**config.mk**
```make
export PLATFORM = sky130hd
export DESIGN_NAME = ipvr_resolver
export DESIGN_NICKNAME = d
export VERILOG_FILES = /design/src/rtl/ipvr_pkg.sv /design/src/rtl/ipvr_resolver.sv /design/src/rtl/ipvr_sync.sv
export SDC_FILE = /design/constraint.sdc
export NUM_CORES = 1
export LEC_CHECK = 0
export BUFFER_PORTS_ARGS = -buffer_cell sky130_fd_sc_hd__buf_4
export CAP_MARGIN = 0
export CORE_MARGIN = 2
export CORE_UTILIZATION = 45
export CTS_CLUSTER_DIAMETER = 40
export DETAILED_ROUTE_END_ITERATION = 10
export PLACE_DENSITY = 0.66
export SKIP_CTS_REPAIR_TIMING = 1
export SYNTH_ARGS = -nofsm -noshare
export SYNTH_HDL_FRONTEND = slang
export SYNTH_SLANG_ARGS = --single-unit
```
**constraint.sdc**
```tcl
create_clock -name clk_i -period 111 [get_ports clk_i]
set_input_delay 5.55 -clock clk_i [delete_from_list [all_inputs] [get_ports clk_i]]
set_output_delay 5.55 -clock clk_i [all_outputs]
set_load 0.1 [all_outputs]
```
**src/rtl/ipvr_pkg.sv**
```systemverilog
// Shared constants, types and source table of the priority vector resolver.
// Assumes a 50 MHz core clock and a Wishbone slave with 32-bit data.
package ipvr_pkg;

  // ------------------------------------------------------------------
  // Source set and table
  // ------------------------------------------------------------------
  localparam int IPVR_NSRC = 23;
  localparam int IPVR_IDX_W = 5;
  localparam int IPVR_NPIN = 8;
  localparam int IPVR_NXFER = 4;
  localparam int IPVR_NTMR = 3;

  // Source indices, in default order, highest first
  localparam logic [4:0] IPVR_SRC_NMI = 5'h00;
  localparam logic [4:0] IPVR_SRC_UBRK = 5'h01;
  localparam int IPVR_SRC_PIN0 = 2;
  localparam int IPVR_SRC_XFER0 = 10;
  localparam int IPVR_SRC_TMR0 = 14;
  localparam int IPVR_SRC_TMR2 = 20;
  localparam int IPVR_TMR_SRCS = 3;

  // One vector per source, lowest vector first
  localparam logic [7:0] IPVR_SRC_VEC [IPVR_NSRC] = '{
    8'h0B, 8'h0C,
    8'h40, 8'h41, 8'h42, 8'h43, 8'h44, 8'h45, 8'h46, 8'h47,
    8'h48, 8'h4A, 8'h4C, 8'h4E,
    8'h50, 8'h51, 8'h52,
    8'h54, 8'h55, 8'h56,
    8'h58, 8'h59, 8'h5A
  };

  // ------------------------------------------------------------------
  // Levels and vector table entries
  // ------------------------------------------------------------------
  localparam logic [4:0] IPVR_LVL_NMI = 5'h10;
  localparam logic [4:0] IPVR_LVL_UBRK = 5'h0F;
  localparam logic [3:0] IPVR_MASK_NMI = 4'hF;
  localparam logic [4:0] IPVR_LVL_NONE = 5'h00;
  localparam int IPVR_NIB_W = 4;
  localparam int IPVR_ENTRY_SHIFT = 2;

  // ------------------------------------------------------------------
  // Register map
  // ------------------------------------------------------------------
  localparam logic [7:0] IPVR_ADR_PIN_LO = 8'h00;
  localparam logic [7:0] IPVR_ADR_PIN_HI = 8'h04;
  localparam logic [7:0] IPVR_ADR_XFER_TMR = 8'h08;
  localparam logic [7:0] IPVR_ADR_TMR_SER = 8'h0C;
  localparam logic [7:0] IPVR_ADR_STATUS = 8'h10;
  localparam logic [7:0] IPVR_ADR_LAST = 8'h14;
  localparam logic [7:0] IPVR_ADR_PEND = 8'h18;
  localparam logic [15:0] IPVR_PRIO_RST = 16'h0000;
  localparam int IPVR_STS_REQ = 15;
  localparam int IPVR_STS_NMI = 14;
  localparam int IPVR_STS_LVL = 8;
  localparam int IPVR_STS_VEC = 0;

  // ------------------------------------------------------------------
  // Carriers
  // ------------------------------------------------------------------
  typedef struct packed {
    logic [15:0] pin_lo;
    logic [15:0] pin_hi;
    logic [15:0] xfer_tmr;
    logic [15:0] tmr_ser;
  } ipvr_prio_regs_t;

  typedef struct packed {
    logic req;
    logic nmi;
    logic [3:0] lvl;
    logic [7:0] vec;
  } ipvr_core_req_t;

endpackage : ipvr_pkg

```
**src/rtl/ipvr_resolver.sv**
```systemverilog
// Interrupt priority vector resolver: picks the winning source, hands
// its vector, mask level and table address to the core sequencer.
// Assumes core_ack_i is a one-cycle pulse on clk_i, module sources are
// levels on clk_i, and pins are asynchronous.
//
// Behaviour
// - Every source owns a distinct vector and table entry.
// - Core fetches handler from table address of winning vector.
// - Pins and modules take software levels 0 to 15 from registers.
// - Sources sharing a field rank in fixed in-module order.
// - Reset clears every programmable level to zero.
// - Equal levels resolve by default order, lower vector first.
// - Nonmaskable source: fixed level 16, vector 11, offset 0x2C.
// - User break: fixed level 15, vector 12, offset 0x30.
// - Pins 0 to 7 use vectors 64 to 71, offset 0x100 up.
// - Pins 0-3 use low pin register nibbles, 4-7 high register.
// - Transfer ch0/ch1 share bits 15-12, vectors 72 and 74.
// - Transfer ch2/ch3 share bits 11-8, vectors 76 and 78.
// - Timer ch0 uses bits 7-4, vectors 80 to 82.
// - Timer ch1 uses bits 3-0, vectors 84 to 86.
// - Timer ch2 uses timer register bits 15-12, vectors 88 to 90.
// - A source at level zero is masked, never requested.
// - Accepted pin or module source loads its level into core mask.
// - Accepted nonmaskable source loads mask level 15.
`timescale 1ns/1ps
module ipvr_resolver (
  // Clock and reset
  input wire logic clk_i,
  input wire logic rst_i,
  // Wishbone slave
  input wire logic wb_cyc_i,
  input wire logic wb_stb_i,
  input wire logic wb_we_i,
  input wire logic [7:0] wb_adr_i,
  input wire logic [3:0] wb_sel_i,
  input wire logic [31:0] wb_dat_i,
  output logic [31:0] wb_dat_o,
  output logic wb_ack_o,
  // Pins
  input wire logic nmi_pin_i,
  input wire logic [ipvr_pkg::IPVR_NPIN-1:0] irq_pin_n_i,
  // On-chip sources
  input wire logic ubrk_req_i,
  input wire logic [ipvr_pkg::IPVR_NXFER-1:0] transfer_end_i,
  input wire logic [ipvr_pkg::IPVR_NTMR-1:0] tmr_cmp_a_i,
  input wire logic [ipvr_pkg::IPVR_NTMR-1:0] tmr_cmp_b_i,
  input wire logic [ipvr_pkg::IPVR_NTMR-1:0] tmr_ovf_i,
  // Core sequencer
  input wire logic [3:0] core_mask_level_i,
  input wire logic [31:0] vec_base_i,
  input wire logic core_ack_i,
  output ipvr_pkg::ipvr_core_req_t core_req_o,
  output logic [31:0] irq_addr_o
);
  import ipvr_pkg::*;

  // ------------------------------------------------------------------
  // Helper functions
  // ------------------------------------------------------------------

  // Nibble k of a priority register, k=3 is bits 15-12
  function automatic logic [3:0] nib(input logic [15:0] r,
                                     input int k);
    nib = r[k*IPVR_NIB_W +: IPVR_NIB_W];
  endfunction : nib

  // Byte-lane write of a 16-bit register
  function automatic logic [15:0] lane_wr(input logic [15:0] old,
                                          input logic [31:0] d,
                                          input logic [3:0] sel);
    lane_wr = old;
    if (sel[0]) begin
      lane_wr[7:0] = d[7:0];
    end
    if (sel[1]) begin
      lane_wr[15:8] = d[15:8];
    end
  endfunction : lane_wr

  // Effective level of source i in default order
  function automatic logic [4:0] src_level(input int i,
                                           input ipvr_prio_regs_t r);
    logic [3:0] n;
    n = 4'h0;
    if (i == 0) begin
      return IPVR_LVL_NMI;
    end else if (i == 1) begin
      return IPVR_LVL_UBRK;
    end else if (i < IPVR_SRC_PIN0 + 4) begin
      n = nib(r.pin_lo, 3 - (i - IPVR_SRC_PIN0));
    end else if (i < IPVR_SRC_XFER0) begin
      n = nib(r.pin_hi, 3 - (i - IPVR_SRC_PIN0 - 4));
    end else if (i < IPVR_SRC_XFER0 + 2) begin
      // channels 0 and 1 share a field
      n = nib(r.xfer_tmr, 3);
    end else if (i < IPVR_SRC_TMR0) begin
      // channels 2 and 3 share a field
      n = nib(r.xfer_tmr, 2);
    end else if (i < IPVR_SRC_TMR0 + IPVR_TMR_SRCS) begin
      n = nib(r.xfer_tmr, 1);
    end else if (i < IPVR_SRC_TMR2) begin
      n = nib(r.xfer_tmr, 0);
    end else begin
      n = nib(r.tmr_ser, 3);
    end
    return {1'b0, n};
  endfunction : src_level

  // ------------------------------------------------------------------
  // Pin synchronisers
  // ------------------------------------------------------------------
  logic nmi_q;
  logic nmi_d;
  logic [IPVR_NPIN-1:0] irq_n_q;

  // Nonmaskable pin, idle low
  ipvr_sync #(.W(1), .RST(1'b0)) u_nmi_sync (
    .clk_i(clk_i),
    .rst_i(rst_i),
    .d_i(nmi_pin_i),
    .q_o(nmi_q)
  );

  // Request pins, active low, idle high
  ipvr_sync #(.W(IPVR_NPIN), .RST(8'hFF)) u_irq_sync (
    .clk_i(clk_i),
    .rst_i(rst_i),
    .d_i(irq_pin_n_i),
    .q_o(irq_n_q)
  );

  // ------------------------------------------------------------------
  // Nonmaskable edge capture
  // ------------------------------------------------------------------
  logic nmi_pend;
  logic nmi_edge;
  logic nmi_taken;

  assign nmi_edge = nmi_q & ~nmi_d;
  assign nmi_taken = core_ack_i & core_req_o.req & core_req_o.nmi;

  // Delayed copy for rising-edge detection
  always_ff @(posedge clk_i) begin
    if (rst_i) begin
      nmi_d <= 1'b0;
    end else begin
      nmi_d <= nmi_q;
    end
  end

  // Sticky pending; a new edge wins over the acknowledge
  always_ff @(posedge clk_i) begin
    if (rst_i) begin
      nmi_pend <= 1'b0;
    end else if (nmi_edge) begin
      nmi_pend <= 1'b1;
    end else if (nmi_taken) begin
      nmi_pend <= 1'b0;
    end
  end

  // ------------------------------------------------------------------
  // Pending vector in default order
  // ------------------------------------------------------------------
  logic [IPVR_NSRC-1:0] pend;

  // Gather sources, one bit per vector
  always_comb begin
    pend = '0;
    pend[0] = nmi_pend;
    pend[1] = ubrk_req_i;
    pend[IPVR_SRC_PIN0 +: IPVR_NPIN] = ~irq_n_q;
    pend[IPVR_SRC_XFER0 +: IPVR_NXFER] = transfer_end_i;
    for (int c = 0; c < IPVR_NTMR; c++) begin
      pend[IPVR_SRC_TMR0 + c*IPVR_TMR_SRCS] = tmr_cmp_a_i[c];
      pend[IPVR_SRC_TMR0 + c*IPVR_TMR_SRCS + 1] = tmr_cmp_b_i[c];
      pend[IPVR_SRC_TMR0 + c*IPVR_TMR_SRCS + 2] = tmr_ovf_i[c];
    end
  end

  // ------------------------------------------------------------------
  // Priority resolution
  // ------------------------------------------------------------------
  ipvr_prio_regs_t prio;
  logic [4:0] best_lvl;
  logic [IPVR_IDX_W-1:0] best_idx;
  logic [4:0] cand_lvl;

  // Scan in default order; only a strictly higher level displaces
  always_comb begin
    best_lvl = IPVR_LVL_NONE;
    best_idx = '0;
    cand_lvl = IPVR_LVL_NONE;
    for (int i = 0; i < IPVR_NSRC; i++) begin
      cand_lvl = src_level(i, prio);
      // level zero never beats the empty level
      if (pend[i] && (cand_lvl > best_lvl)) begin
        best_lvl = cand_lvl;
        best_idx = IPVR_IDX_W'(i);
      end
    end
  end

  // ------------------------------------------------------------------
  // Request to the core
  // ------------------------------------------------------------------
  ipvr_core_req_t next_req;
  logic [31:0] next_addr;
  logic win_nmi;

  assign win_nmi = (best_lvl != IPVR_LVL_NONE) &&
                   (best_idx == IPVR_SRC_NMI);

  // Form request, mask load level and table address
  always_comb begin
    next_req = '0;
    next_req.vec = IPVR_SRC_VEC[best_idx];
    next_req.nmi = win_nmi;
    next_req.lvl = win_nmi ? IPVR_MASK_NMI : best_lvl[3:0];
    next_req.req = win_nmi ||
                   ((best_lvl != IPVR_LVL_NONE) &&
                    (best_lvl[3:0] > core_mask_level_i));
    if (best_lvl == IPVR_LVL_NONE) begin
      next_req.vec = 8'h00;
    end
    next_addr = vec_base_i +
                {22'h00_0000, next_req.vec, 2'b00};
  end

  // Registered outputs to the core sequencer
  always_ff @(posedge clk_i) begin
    if (rst_i) begin
      core_req_o <= '0;
      irq_addr_o <= 32'h0000_0000;
    end else begin
      core_req_o <= next_req;
      irq_addr_o <= next_addr;
    end
  end

  // ------------------------------------------------------------------
  // Last accepted source
  // ------------------------------------------------------------------
  ipvr_core_req_t last_acc;

  // Capture what the core took, for software readout
  always_ff @(posedge clk_i) begin
    if (rst_i) begin
      last_acc <= '0;
    end else if (core_ack_i && core_req_o.req) begin
      last_acc <= core_req_o;
    end
  end

  // ------------------------------------------------------------------
  // Wishbone slave
  // ------------------------------------------------------------------
  logic wb_hit;
  logic wb_wr;
  logic [31:0] next_rdat;

  assign wb_hit = wb_cyc_i & wb_stb_i & ~wb_ack_o;
  assign wb_wr = wb_hit & wb_we_i;

  // One-cycle ack, dropped the cycle after
  always_ff @(posedge clk_i) begin
    if (rst_i) begin
      wb_ack_o <= 1'b0;
    end else begin
      wb_ack_o <= wb_hit;
    end
  end

  // Priority registers, written by byte lane
  always_ff @(posedge clk_i) begin
    if (rst_i) begin
      prio.pin_lo <= IPVR_PRIO_RST;
      prio.pin_hi <= IPVR_PRIO_RST;
      prio.xfer_tmr <= IPVR_PRIO_RST;
      prio.tmr_ser <= IPVR_PRIO_RST;
    end else if (wb_wr) begin
      case (wb_adr_i)
        IPVR_ADR_PIN_LO: begin
          prio.pin_lo <= lane_wr(prio.pin_lo, wb_dat_i, wb_sel_i);
        end
        IPVR_ADR_PIN_HI: begin
          prio.pin_hi <= lane_wr(prio.pin_hi, wb_dat_i, wb_sel_i);
        end
        IPVR_ADR_XFER_TMR: begin
          prio.xfer_tmr <= lane_wr(prio.xfer_tmr, wb_dat_i, wb_sel_i);
        end
        IPVR_ADR_TMR_SER: begin
          prio.tmr_ser <= lane_wr(prio.tmr_ser, wb_dat_i, wb_sel_i);
        end
        default: begin
        end
      endcase
    end
  end

  // Read mux; unmapped addresses read zero
  always_comb begin
    next_rdat = 32'h0000_0000;
    case (wb_adr_i)
      IPVR_ADR_PIN_LO: next_rdat[15:0] = prio.pin_lo;
      IPVR_ADR_PIN_HI: next_rdat[15:0] = prio.pin_hi;
      IPVR_ADR_XFER_TMR: next_rdat[15:0] = prio.xfer_tmr;
      IPVR_ADR_TMR_SER: next_rdat[15:0] = prio.tmr_ser;
      IPVR_ADR_STATUS: begin
        next_rdat[IPVR_STS_REQ] = core_req_o.req;
        next_rdat[IPVR_STS_NMI] = nmi_pend;
        next_rdat[IPVR_STS_LVL +: 4] = core_req_o.lvl;
        next_rdat[IPVR_STS_VEC +: 8] = core_req_o.vec;
      end
      IPVR_ADR_LAST: begin
        next_rdat[IPVR_STS_REQ] = last_acc.req;
        next_rdat[IPVR_STS_NMI] = last_acc.nmi;
        next_rdat[IPVR_STS_LVL +: 4] = last_acc.lvl;
        next_rdat[IPVR_STS_VEC +: 8] = last_acc.vec;
      end
      IPVR_ADR_PEND: next_rdat[IPVR_NSRC-1:0] = pend;
      default: next_rdat = 32'h0000_0000;
    endcase
  end

  // Read data registered with the ack
  always_ff @(posedge clk_i) begin
    if (rst_i) begin
      wb_dat_o <= 32'h0000_0000;
    end else if (wb_hit && !wb_we_i) begin
      wb_dat_o <= next_rdat;
    end else begin
      wb_dat_o <= 32'h0000_0000;
    end
  end

endmodule : ipvr_resolver

```
**src/rtl/ipvr_sync.sv**
```systemverilog
// Two-stage synchroniser for pin inputs of the resolver.
// Assumes the inputs are asynchronous to clk_i; RST is the idle pin level.
`timescale 1ns/1ps
module ipvr_sync #(
  parameter int W = 1,
  parameter logic [W-1:0] RST = '0
) (
  // Clock and reset
  input wire logic clk_i,
  input wire logic rst_i,
  // Pin side
  input wire logic [W-1:0] d_i,
  // Clock side
  output logic [W-1:0] q_o
);

  logic [W-1:0] meta;

  // Two flops; only the second stage is read
  always_ff @(posedge clk_i) begin
    if (rst_i) begin
      meta <= RST;
      q_o <= RST;
    end else begin
      meta <= d_i;
      q_o <= meta;
    end
  end

endmodule : ipvr_sync

```
Yosys cells after proc, flatten, opt, wreduce, memory -nomap -nowiden
Memory sizes are Yosys's and may differ from the RTL's.
Cells that the tools add are included.
{"block": "op_classes", "n_addsub": 1, "order_cmp": 24, "bitwise_logic": 12, "n_eq_ne": 6, "n_reduce_logical": 43, "n_mux": 54}
{"op": "5-bit 2-to-1 mux", "count": 44}
{"op": "4-bit by 5-bit greater-than comparator with 1-bit output", "count": 21}
{"op": "12-bit one-hot mux with 7 select lines", "count": 1}
{"op": "32-bit by 10-bit adder with 32-bit output", "count": 1}
{"op": "1-bit logical AND", "count": 26}
{"op": "8-bit by 5-bit equality test with 1-bit output (second input constant)", "count": 3}
{"op": "8-bit 2-to-1 mux", "count": 3}
{"op": "3-bit AND reduction", "count": 8}
{"op": "8-bit by 4-bit equality test with 1-bit output (second input constant)", "count": 2}
{"op": "2-bit one-hot mux with 7 select lines", "count": 1}
{"op": "5-bit logical NOT", "count": 2}
{"op": "2-bit one-hot mux with 5 select lines", "count": 1}
{"op": "8-bit by 3-bit equality test with 1-bit output (second input constant)", "count": 1}
{"op": "8-bit logical NOT", "count": 1}
{"op": "8-bit NOT", "count": 1}
{"op": "1-bit AND", "count": 6}
{"op": "6-bit greater-or-equal comparator (second input constant)", "count": 1}
{"op": "5-bit NOT with 6-bit output", "count": 1}
{"op": "4-bit by 5-bit greater-than comparator with 1-bit output (first input constant)", "count": 1}
{"op": "5-bit nonzero test", "count": 1}
{"op": "4-bit greater-than comparator", "count": 1}
{"op": "4-bit 2-to-1 mux", "count": 1}
{"op": "1-bit NOT", "count": 4}
{"op": "1-bit 2-to-1 mux", "count": 3}
{"op": "other kinds (5)", "count": 5}
{"block": "word_totals", "mem_count": 1, "ff_bits": 177, "mem_bits_ro": 256, "word_cells": 168}
{"name": "(name not given)", "words": 32, "word_bits": 8, "rd": 1, "rd_ports_with_merged_regs": 0, "wr": 0, "line_no": "ipvr_resolver.sv:217", "rtl": "next_req.vec = IPVR_SRC_VEC[best_idx];"}

Logic depth before layout (Yosys ltp)
Gate-level depths: netlist of the first run.
{"block": "logic_depth", "word_depth": 73, "mapped_depth": 211}

Cells and area by module
A second synthesis of the first run with hierarchy kept.
{"block": "hier_totals", "cells_unflattened": 1446, "hier_area_um2": 11738.8}
{"mod": "ipvr_resolver", "area_per_inst_um2": 11254.5, "n_inst": 1, "cells_each": 1409}
{"mod": "ipvr_sync (u_irq_sync)", "area_per_inst_um2": 431.7, "n_inst": 1, "cells_each": 33}
{"mod": "ipvr_sync (u_nmi_sync)", "area_per_inst_um2": 52.6, "n_inst": 1, "cells_each": 4}

Least setup slack after synthesis of the first run
Ideal clock, no wire load.
{"block": "synth_path", "kind": "in2reg", "start": "input port ubrk_req_i", "end": "register irq_addr_o[24]", "path_buffers": 7, "stages": 195, "t_arrival_ns": 39.133, "setup_slack_ns": 71.739, "required_time_ns": 110.872, "path_cell_list": "nand2_1 -> ha_1 -> nor2b_1 -> o211ai_1 -> a22o_1 -> nor2_1 -> ha_1 -> nor2b_1 -> o31a_1 -> o21ai_2 -> nor2_1 -> a21oi_1 -> inv_1 -> ha_1 -> and3b_1 -> a21boi_1 -> a31oi_1 -> a2111oi_2 -> [... 159 more ...] -> ha_1 -> nor2_1 -> nand2_1 -> o21ai_0 -> a21o_1 -> a211oi_1 -> ha_1 -> fa_1 -> a21o_1 -> a21oi_1 -> nor2b_1 -> o21a_1 -> a21o_1 -> nand2_1 -> clkbuf_1 -> nor3_1 -> xnor2_1 -> nor2_1"}
{"item": "from (decl)", "line_no": "ipvr_resolver.sv:43", "rtl": "input wire logic ubrk_req_i,"}
{"item": "to (signal assigned)", "line_no": "ipvr_resolver.sv:237", "rtl": "irq_addr_o <= next_addr;"}
{"item": "to (decl)", "line_no": "ipvr_resolver.sv:53", "rtl": "output logic [31:0] irq_addr_o"}

==> flow_metrics.tcl, run 1 <==
set metrics [dict create \
    setup_viol 0 \
    nFillCells 2386 \
    drive_gt1_share_pct 18.6 \
    cts_buffers 17 \
    slew_headroom_pct 15.2 \
    viasPerCell 5.75 \
    clk_pin_slew_ns 0.06 \
    cp_max_fo 13 \
    grt_pass1_vias 10500 \
    seq_area_frac_synth_pct 28.2 \
    antennaDiodeCount 0 \
    port_buffers 158 \
    h-tree-depth 4 \
    place.gp.congestion 0.903 \
    fp.dieH_um 165 \
    fin_crit_sh_pct 40.3 \
    end_kind "flop" \
    syn_to_final_growth_pct 16.5 \
    worst_r2r_endpoint "irq_addr_o[31]" \
    synthTopCellsByCount "193 x nor2_1, 164 x dfxtp_1, 123 x nand2_1" \
    setup_tns_ns 0 \
    initial_core_util_pct 46.0 \
    grt_pass1_wl_um 56300 \
    fin_nets 1771 \
    cp.arrival_ns 45.05 \
    synth_area_um2 11700 \
    antenna_left 0 \
    rsz0062_at_grt "false" \
    yosysWarnings 0 \
    avgSynthCellArea_um2 8.00 \
    yosys.area.top_type "dfxtp_1" \
    seq_area_um2 3280 \
    drc 0 \
    syn_inst 1456 \
    drv_slew 0 \
    startpoint_type "primary input" \
    min_path_type "flop to flop" \
    setup_slack_ns 66.31 \
    cp.required_ns 111.36 \
    wire_per_inst_um 18.8 \
    routed_wl_um 36000 \
    cts_tree "built" \
    grt_usage_pct 26.7 \
    multi_input_area_um2 7720 \
    chipWidth_um 165 \
    drtIter0Drc 1037 \
    slowest_delay_ns 0.65 \
    irDropWorstVdd_mv 0.0197 \
    grt_max_degree 69 \
    whs_path_depth 1 \
    dieArea_um2 27200 \
    row_count 58 \
    hold_viol 0 \
    max_freq_mhz 22.4 \
    place_ws_ns 66.32 \
    dp_hpwl_um 27900 \
    clock_latency_ns 0.44 \
    ys.flop_type "dfxtp_1" \
    worst_pin_slew_ns 1.25 \
    async_reset_ff_share_pct 0 \
    path_common_cell "ha_1" \
    synth.distinct_cells 105 \
    p_leak_nw 5.76 \
    hold_start "u_irq_sync.meta[2]" \
    status "completed" \
    core_area_um2 25300 \
    p_per_area_nw_per_um2 15.8 \
    clock_path_buffers 2 \
    fin_crit_ns 44.69 \
    min_to "u_irq_sync.q_o[2]" \
    grt_overflow_total 0 \
    finClkSkew_ns 0.00957 \
    ys_ff_latch 164 \
    synth_top_area_share_pct 28.2 \
    r2r_cells 188 \
    synth_area_leaders "dfxtp_1 28%, ha_1 9.0%, mux2i_1 7.4%" \
    worst-r2r-setup-slack_ns 70.77 \
    synth.most_common_cell "nor2_1" \
    clock-root-buffer "clkbuf_16" \
    cts.sinks 164 \
    path_class "primary input to flop" \
    cp_slowest_cell "nor2b_1" \
    vias 11000 \
    worstReg2RegStart "nmi_pend" \
    synth_enable_flop_cells 0 \
    antenna_found_initial 0 \
    max-cap-violations 0 \
    ios 188 \
    drt_pre_antenna_iters 8 \
]
## cells in the final DEF (no fill, tap or decap), types with 10 or more instances in the layout
cell         n
nor2_1     193
dfxtp_1    164
buf_4      164
nand2_1    123
a21oi_1    107
inv_1       92
mux2i_1     86
ha_1        84
o21ai_0     64
nand3_1     36
mux2_2      30
nor3_1      26
nor2b_1     23
and3_1      22
or2_2       21
and2_1      20
a21o_1      18
a31oi_1     17
clkbuf_16   17
a211oi_1    16
nand4_1     13
or3_1       12
xnor2_1     12
xor2_1      12
nand2b_1    12
conb_1      11
o211ai_1    10
## critical path: cells and delay by family
| family | cells | cell delay [ns] |
|---|---|---|
| AOI/OAI and AO/OA | 76 | 16.21 |
| and+or+nand+nor | 59 | 11.34 |
| muxes | 12 | 4.20 |
| adders and majority gates | 23 | 6.19 |
| buffers and inverters | 18 | 1.50 |
## cell type report
class | instances | share of cell area (%)
Inverter | 94 | 2.60
Tap cell | 330 | 3.04
Clock buffer | 18 | 3.23
Timing Repair Buffer | 164 | 9.06
Clock inverter | 12 | 1.07
Multi-Input combinational cell | 1136 | 56.8
Sequential cell | 164 | 24.2
## sequential cells by signal, summed over array words and instances (netlist names)
name and cells:
nmi_pend 1, last_acc 12, wb_ack_o 1, irq_addr_o 32, cand_lvl 4, wb_dat_o 23, u_irq_sync.q_o 8, u_nmi_sync.q_o 1
prio 60, u_nmi_sync.meta 1, u_irq_sync.meta 8, nmi_d 1, core_req_o 12
## kinds of logic after synthesis
group | Yosys count | synth area share (%)
simple gates | 541 | 22.6
compound gates | 351 | 20.7
buf+inv | 166 | 5.94
flops | 164 | 28.2
mux | 122 | 11.4
fa+ha+maj | 87 | 9.37
xor+xnor | 24 | 1.80
other cells | 1 | 0.0322
## worst max-delay path by stage
stage | from | to | slack [ns] | cells past startpoint
after floorplan | ubrk_req_i | irq_addr_o[24] | 71.74 | 195
after global routing | ubrk_req_i | irq_addr_o[31] | 62.78 | 190
after global placement | ubrk_req_i | irq_addr_o[31] | 67.00 | 186
after detailed placement | ubrk_req_i | irq_addr_o[31] | 66.32 | 186
final | ubrk_req_i | irq_addr_o[31] | 66.31 | 188
after CTS | ubrk_req_i | irq_addr_o[31] | 66.60 | 186
## per-layer routing
layer  wire length [um]  GRT usage (%)
met4                866           8.02
met5                  0              0
met3               2610           4.80
met2              16500           43.7
met1              16000           35.8
## stage by stage
step / total power [W] / hold slack, ns / util (%) / instance area (um^2) / instances
global placement: 0.000154 / 0.390 / 51.3 / 13000 / 1888
detailed placement: 0.000154 / 0.394 / 51.3 / 13000 / 1888
CTS: 0.000214 / 0.411 / 53.6 / 13600 / 1918
global route: 0.000225 / 0.418 / 53.6 / 13600 / 1918
finish: 0.000214 / 0.409 / 53.6 / 13600 / 1918
floorplan: 0.000134 / 0.389 / - / 11700 / 1466
## where the power goes
part / internal [W] / switching, W / total [W]
sequential: 0.0000632 / 0.00000310 / 0.0000663
clock: 0.0000339 / 0.0000260 / 0.0000599
combinational: 0.0000268 / 0.0000612 / 0.0000880
total: 0.000124 / 0.0000903 / 0.000214
No activity file was read; power rests on OpenSTA's default activity.
==> run 2: changes to the inputs <==
--- a/config.mk
+++ b/config.mk
@@ -5,6 +5,7 @@
 export SDC_FILE = /design/constraint.sdc
 export NUM_CORES = 1
 export LEC_CHECK = 0
+export ABC_AREA = 1
 export BUFFER_PORTS_ARGS = -buffer_cell sky130_fd_sc_hd__buf_4
 export CAP_MARGIN = 0
 export CORE_MARGIN = 2
==> constraint.sdc (replaced) <==
create_clock -name clk_i -period 45 [get_ports clk_i]
set_input_delay 2.25 -clock clk_i [delete_from_list [all_inputs] [get_ports clk_i]]
set_output_delay 2.25 -clock clk_i [all_outputs]
set_load 0.1 [all_outputs]
==> run 2 against run 1 <==
Die area decreased by 6.2%. Clock power increased to 2.5 times the previous value. Critical path depth is 17 higher. Cell count is 6.2% higher. First-iteration DRC count decreased by 21%. Routed wire length is 6.4% lower. Combinational power rose to 5.8 times the previous value. Flip-flop and latch count stayed put. Critical endpoint is now irq_addr_o[30].
==> flow_metrics.tcl, run 2 <==
set metrics [dict create \
    antenna_left 0 \
    seq_area_frac_synth_pct 30.1 \
    drv_slew 0 \
    synth_area_leaders "dfxtp_1 30%, ha_1 9.6%, nand2_1 8.9%" \
    cts_buffers 17 \
    avgSynthCellArea_um2 6.98 \
    grt_overflow_total 0 \
    reg_top3 "prio x60, irq_addr_o x32, wb_dat_o x23" \
    ys.flop_type "dfxtp_1" \
    grt_usage_pct 26.1 \
    end_kind "flop" \
    drt_pre_antenna_iters 6 \
    setup_tns_ns 0 \
    finClkSkew_ns 0.0140 \
    viasPerCell 5.28 \
    total_power_w 0.000826 \
    drive_gt1_share_pct 20.3 \
    routed_wl_um 33700 \
    path_class "primary input to flop" \
    slew_headroom_pct 26.6 \
    clock-root-buffer "clkbuf_16" \
    cp.arrival_ns 31.29 \
    hold_viol 0 \
    final_common_cell "nand2_1" \
    largest_reg_flops 60 \
    wire_per_inst_um 16.5 \
    clock_latency_ns 0.44 \
    power_frac_clock_pct 18.1 \
    combPwrFrac_pct 61.7 \
    core_area_um2 24000 \
    cts_tree "built" \
    multi_input_area_um2 6350 \
    yosysWarnings 0 \
    dieArea_um2 25500 \
    cp.required_ns 45.33 \
    fin_crit_sh_pct 68.8 \
    grt_max_degree 96 \
    synth_top_area_share_pct 30.1 \
    chipWidth_um 160 \
    switching_share_pct 51.4 \
    rsz0062_at_grt "false" \
    antenna_found_initial 0 \
    path_common_cell "nand2_1" \
    setup_viol 0 \
    fp.dieH_um 160 \
    yosys.area.top_type "dfxtp_1" \
    worst_pin_slew_ns 1.09 \
    dp_cells 2004 \
    pwr-share-seq_pct 20.2 \
    synth.most_common_cell "nand2_1" \
    port_buffers 158 \
    nFillCells 2389 \
    synth.distinct_cells 60 \
    p_per_area_nw_per_um2 64.5 \
    regMostFlops "prio" \
    place.gp.congestion 0.984 \
    synthTopCellsByCount "259 x nand2_1, 226 x inv_1, 167 x o21ai_0" \
    drtIter0Drc 822 \
    grt_pass1_vias 9930 \
    place_area_um2 12200 \
    grt_pass1_wl_um 52600 \
    clk_pin_slew_ns 0.07 \
    power.switching_w 0.000425 \
    clock_path_buffers 2 \
    min_path_type "flop to flop" \
    vias 10700 \
    antennaDiodeCount 0 \
    final_cell_mix "259 x nand2_1, 225 x inv_1, 167 x o21ai_0" \
    startpoint_type "primary input" \
    max_freq_mhz 32.3 \
    cp_max_fo 17 \
    syn_inst 1564 \
    dp_hpwl_um 26200 \
    ys_ff_latch 164 \
    max-cap-violations 0 \
    slowest_delay_ns 0.56 \
    syn_to_final_growth_pct 17.2 \
    ios 188 \
    row_count 57 \
    final_cells 2036 \
    fin_area_um2 12800 \
    synth_enable_flop_cells 0 \
    seq_area_um2 3280 \
    irDropWorstVdd_mv 0.100 \
    cts.sinks 164 \
    p_int_w 0.000401 \
    async_reset_ff_share_pct 0 \
    synth_area_um2 10900 \
    fin_crit_ns 30.96 \
    status "completed" \
    drc 0 \
    initial_core_util_pct 45.4 \
    fin_nets 1893 \
    p_leak_nw 6.45 \
    cp_slowest_cell "nand3_1" \
    h-tree-depth 4 \
]
==> run 2: layout make-up <==
| cell class | instances | share of cell area, % |
|---|---|---|
| clock buffers | 17 | 3.32 |
| clock inverters | 15 | 1.45 |
| inverters | 242 | 7.35 |
| multi-input cells | 1113 | 49.6 |
| flip-flops and latches | 164 | 25.7 |
| well taps | 324 | 3.17 |
| repair buffers | 161 | 9.45 |
==> run 2: cells by family (layout without fill, tap and decap cells) <==
logic type / after synthesis / count (layout) / synth area share (%)
adder cells (fa/ha/maj): 85 / 85 / 9.81
AND/OR/NAND/NOR: 690 / 690 / 31.4
AO/OA/AOI/OAI: 327 / 327 / 16.4
flip-flops: 164 / 164 / 30.1
other: 1 / 11 / 0.0343
buffers and inverters: 297 / 435 / 12.2
==> run 2: worst paths after layout <==
| check | to | start | slack (ns) | depth (start not counted) |
|---|---|---|---|---|
| worst max-delay path | irq_addr_o[30] | ubrk_req_i | 14.04 | 205 |
| worst min-delay path | u_nmi_sync.q_o | u_nmi_sync.meta | 0.41 | 2 |
| worst max register to register | irq_addr_o[30] | nmi_pend | 15.52 | 202 |
| worst min register to register | u_nmi_sync.q_o | u_nmi_sync.meta | 0.41 | 2 |
==> run 2: routing by layer <==
layer	GRT usage, %	vias up	routed length (um)
met5	0	-	0
met4	8.64	0	964
met3	5.79	54	3000
met2	41.6	412	15000
met1	35.2	4904	14700
li1	-	5377	-
==> run 2: critical path: cells and delay by family <==
kind                     cells  cell delay (ns)
AO/OA/AOI/OAI               31             5.72
adder cells (fa/ha/maj)     23             7.11
AND/OR/NAND/NOR            127            14.54
buffers and inverters       24             1.55
==> run 2: power by group through the flow <==
stage	Combinational, W	Sequential [W]	Clock [W]
after floorplan	0.000349	0.000231	0
after detailed placement	0.000506	0.000170	0
after global placement	0.000496	0.000170	0
after global routing	0.000579	0.000168	0.000157
final	0.000509	0.000167	0.000150
after CTS	0.000509	0.000167	0.000152
==> run 2: metrics by stage <==
step	setup WS [ns]	hold WS, ns	util (%)
finish	14.04	0.407	53.2
global route	10.26	0.426	53.2
CTS	14.27	0.411	53.2
detailed placement	13.91	0.394	50.7
global placement	14.36	0.395	50.7
floorplan	18.27	0.388	-
==> run 3: changes to the inputs <==
--- a/config.mk
+++ b/config.mk
@@ -12,7 +12,7 @@
 export CORE_UTILIZATION = 45
 export CTS_CLUSTER_DIAMETER = 40
 export DETAILED_ROUTE_END_ITERATION = 10
-export PLACE_DENSITY = 0.66
+export PLACE_DENSITY = 0.69
 export SKIP_CTS_REPAIR_TIMING = 1
 export SYNTH_ARGS = -nofsm -noshare
 export SYNTH_HDL_FRONTEND = slang
==> constraint.sdc (replaced) <==
create_clock -name clk_i -period 27 [get_ports clk_i]
set_input_delay 1.35 -clock clk_i [delete_from_list [all_inputs] [get_ports clk_i]]
set_output_delay 1.35 -clock clk_i [all_outputs]
set_load 0.1 [all_outputs]
==> run 3 against run 2 <==
Clock skew is 0.0027 ns lower. Non-clock buffer count increased by 213. Sequential share of layout area decreased by 4.2 points. Critical path type unchanged. Combinational power grew to 2.6 times the previous value. Count of clock-buffer cells in the layout unchanged. Worst setup slack got worse by 13 ns. Register-to-register slack got worse by 14 ns. Critical endpoint unchanged. Highest routed layer unchanged. Clock power rose by 75%. Die area did not move. Via count is 9.0% higher. Critical path depth stayed put.
==> flow_metrics.tcl, run 3 (synthesized netlist as in run 2, its figures left out) <==
set metrics [dict create \
    end_kind "flop" \
    clock_latency_ns 0.44 \
    place_area_um2 13400 \
    wire_per_inst_um 16.4 \
    slowest_delay_ns 0.33 \
    ios 188 \
    cp.required_ns 27.33 \
    min_path_type "flop to flop" \
    cp_slowest_cell "ha_1" \
    clock_path_buffers 2 \
    h-tree-depth 4 \
    drtIter0Drc 1072 \
    largest_reg_flops 60 \
    antenna_left 0 \
    vias 11700 \
    row_count 57 \
    max_freq_mhz 38.8 \
    fin_crit_ns 25.76 \
    antennaDiodeCount 0 \
    finClkSkew_ns 0.0113 \
    drive_gt1_share_pct 37.9 \
    dp_hpwl_um 27000 \
    drc 0 \
    grt_pass1_wl_um 54600 \
    final_common_cell "buf_4" \
    grt_overflow_total 0 \
    status "completed" \
    fin_area_um2 15300 \
    grt_max_degree 77 \
    cts_buffers 17 \
    rsz0062_at_grt "true" \
    slew_headroom_pct 27.2 \
    p_leak_nw 7.58 \
    drt_pre_antenna_iters 6 \
    place.gp.congestion 0.983 \
    path_common_cell "nand2_2" \
    max-cap-violations 0 \
    dieArea_um2 25500 \
    whs_ns 0.412 \
    cts_tree "built" \
    clk_pin_slew_ns 0.08 \
    fin_nets 2106 \
    r2r_cells 201 \
    cts.sinks 164 \
    port_buffers 158 \
    hold_viol 0 \
    fin_crit_sh_pct 95.4 \
    worst_pin_slew_ns 1.08 \
    grt_usage_pct 27.0 \
    startpoint_type "primary input" \
    chipWidth_um 160 \
    drv_slew 0 \
    whs_path_depth 1 \
    fp.dieH_um 160 \
    cp.arrival_ns 26.10 \
    path_class "primary input to flop" \
    final_cell_mix "368 x buf_4, 215 x nand2_1, 207 x inv_1" \
    grt_pass1_vias 10500 \
    reg_top3 "prio x60, irq_addr_o x32, wb_dat_o x23" \
    syn_to_final_growth_pct 40.1 \
    regMostFlops "prio" \
    cp_max_fo 8 \
    setup_viol 0 \
    clock-root-buffer "clkbuf_16" \
    routed_wl_um 36800 \
    irDropWorstVdd_mv 0.281 \
    antenna_found_initial 0 \
    p_per_area_nw_per_um2 123 \
    initial_core_util_pct 45.4 \
    viasPerCell 5.21 \
    core_area_um2 24000 \
]
## run 3: changes by cell type in the layout (fill, tap and decap cells not counted), sizes merged
cell,change
buf,+213
bufinv,+2
clkinv,-5
inv,+3
## run 3: area by class of cell
class	instances	area (um^2)
timing repair buffer	374	2830
fill	2131	8730
clock buffer	17	425
tap	324	405
clock inverter	15	203
sequential	164	3280
inverter	242	943
multi-input combinational	1113	7210
## run 3: stage by stage
stage          TNS, ns  total power [W]  utilization (%)  setup WS (ns)  cells
3_3_place_gp         0          0.00135             55.8          0.104   2169
3_5_place_dp     -1.36          0.00138             55.8         -0.413   2169
5_1_grt          -3.77          0.00203             63.7         -0.769   2249
2_1_floorplan        0         0.000966                -           1.17   1574
4_1_cts         -0.719          0.00165             58.5         -0.287   2201
6_report             0          0.00188             63.7           1.24   2249
## run 3: power by group
| part | internal, W | switching (W) |
|---|---|---|
| combinational | 0.000609 | 0.000731 |
| clock | 0.000143 | 0.000120 |
| sequential | 0.000266 | 0.0000128 |
| total | 0.00102 | 0.000863 |
## run 3: worst max-delay path, delay by kind of cell
kind | cells | cell delay, ns
compound gates | 28 | 2.72
simple gates | 125 | 12.62
fa+ha+maj | 23 | 6.84
buf+inv | 29 | 2.54
## run 3: per-layer routing
layer	part of all wire (%)	routed length (um)	global-route usage, %
met1	40	14800	33.8
met2	47	17100	43.9
met4	4.7	1710	12.6
met3	8.6	3170	6.31
met5	0	0	0
## run 3: worst paths after layout
kind	from	endpoint	slack [ns]
max	ubrk_req_i	irq_addr_o[30]	1.24
min	u_irq_sync.meta[1]	u_irq_sync.q_o[1]	0.41
max reg2reg	nmi_pend	irq_addr_o[30]	1.73
min reg2reg	u_irq_sync.meta[1]	u_irq_sync.q_o[1]	0.41
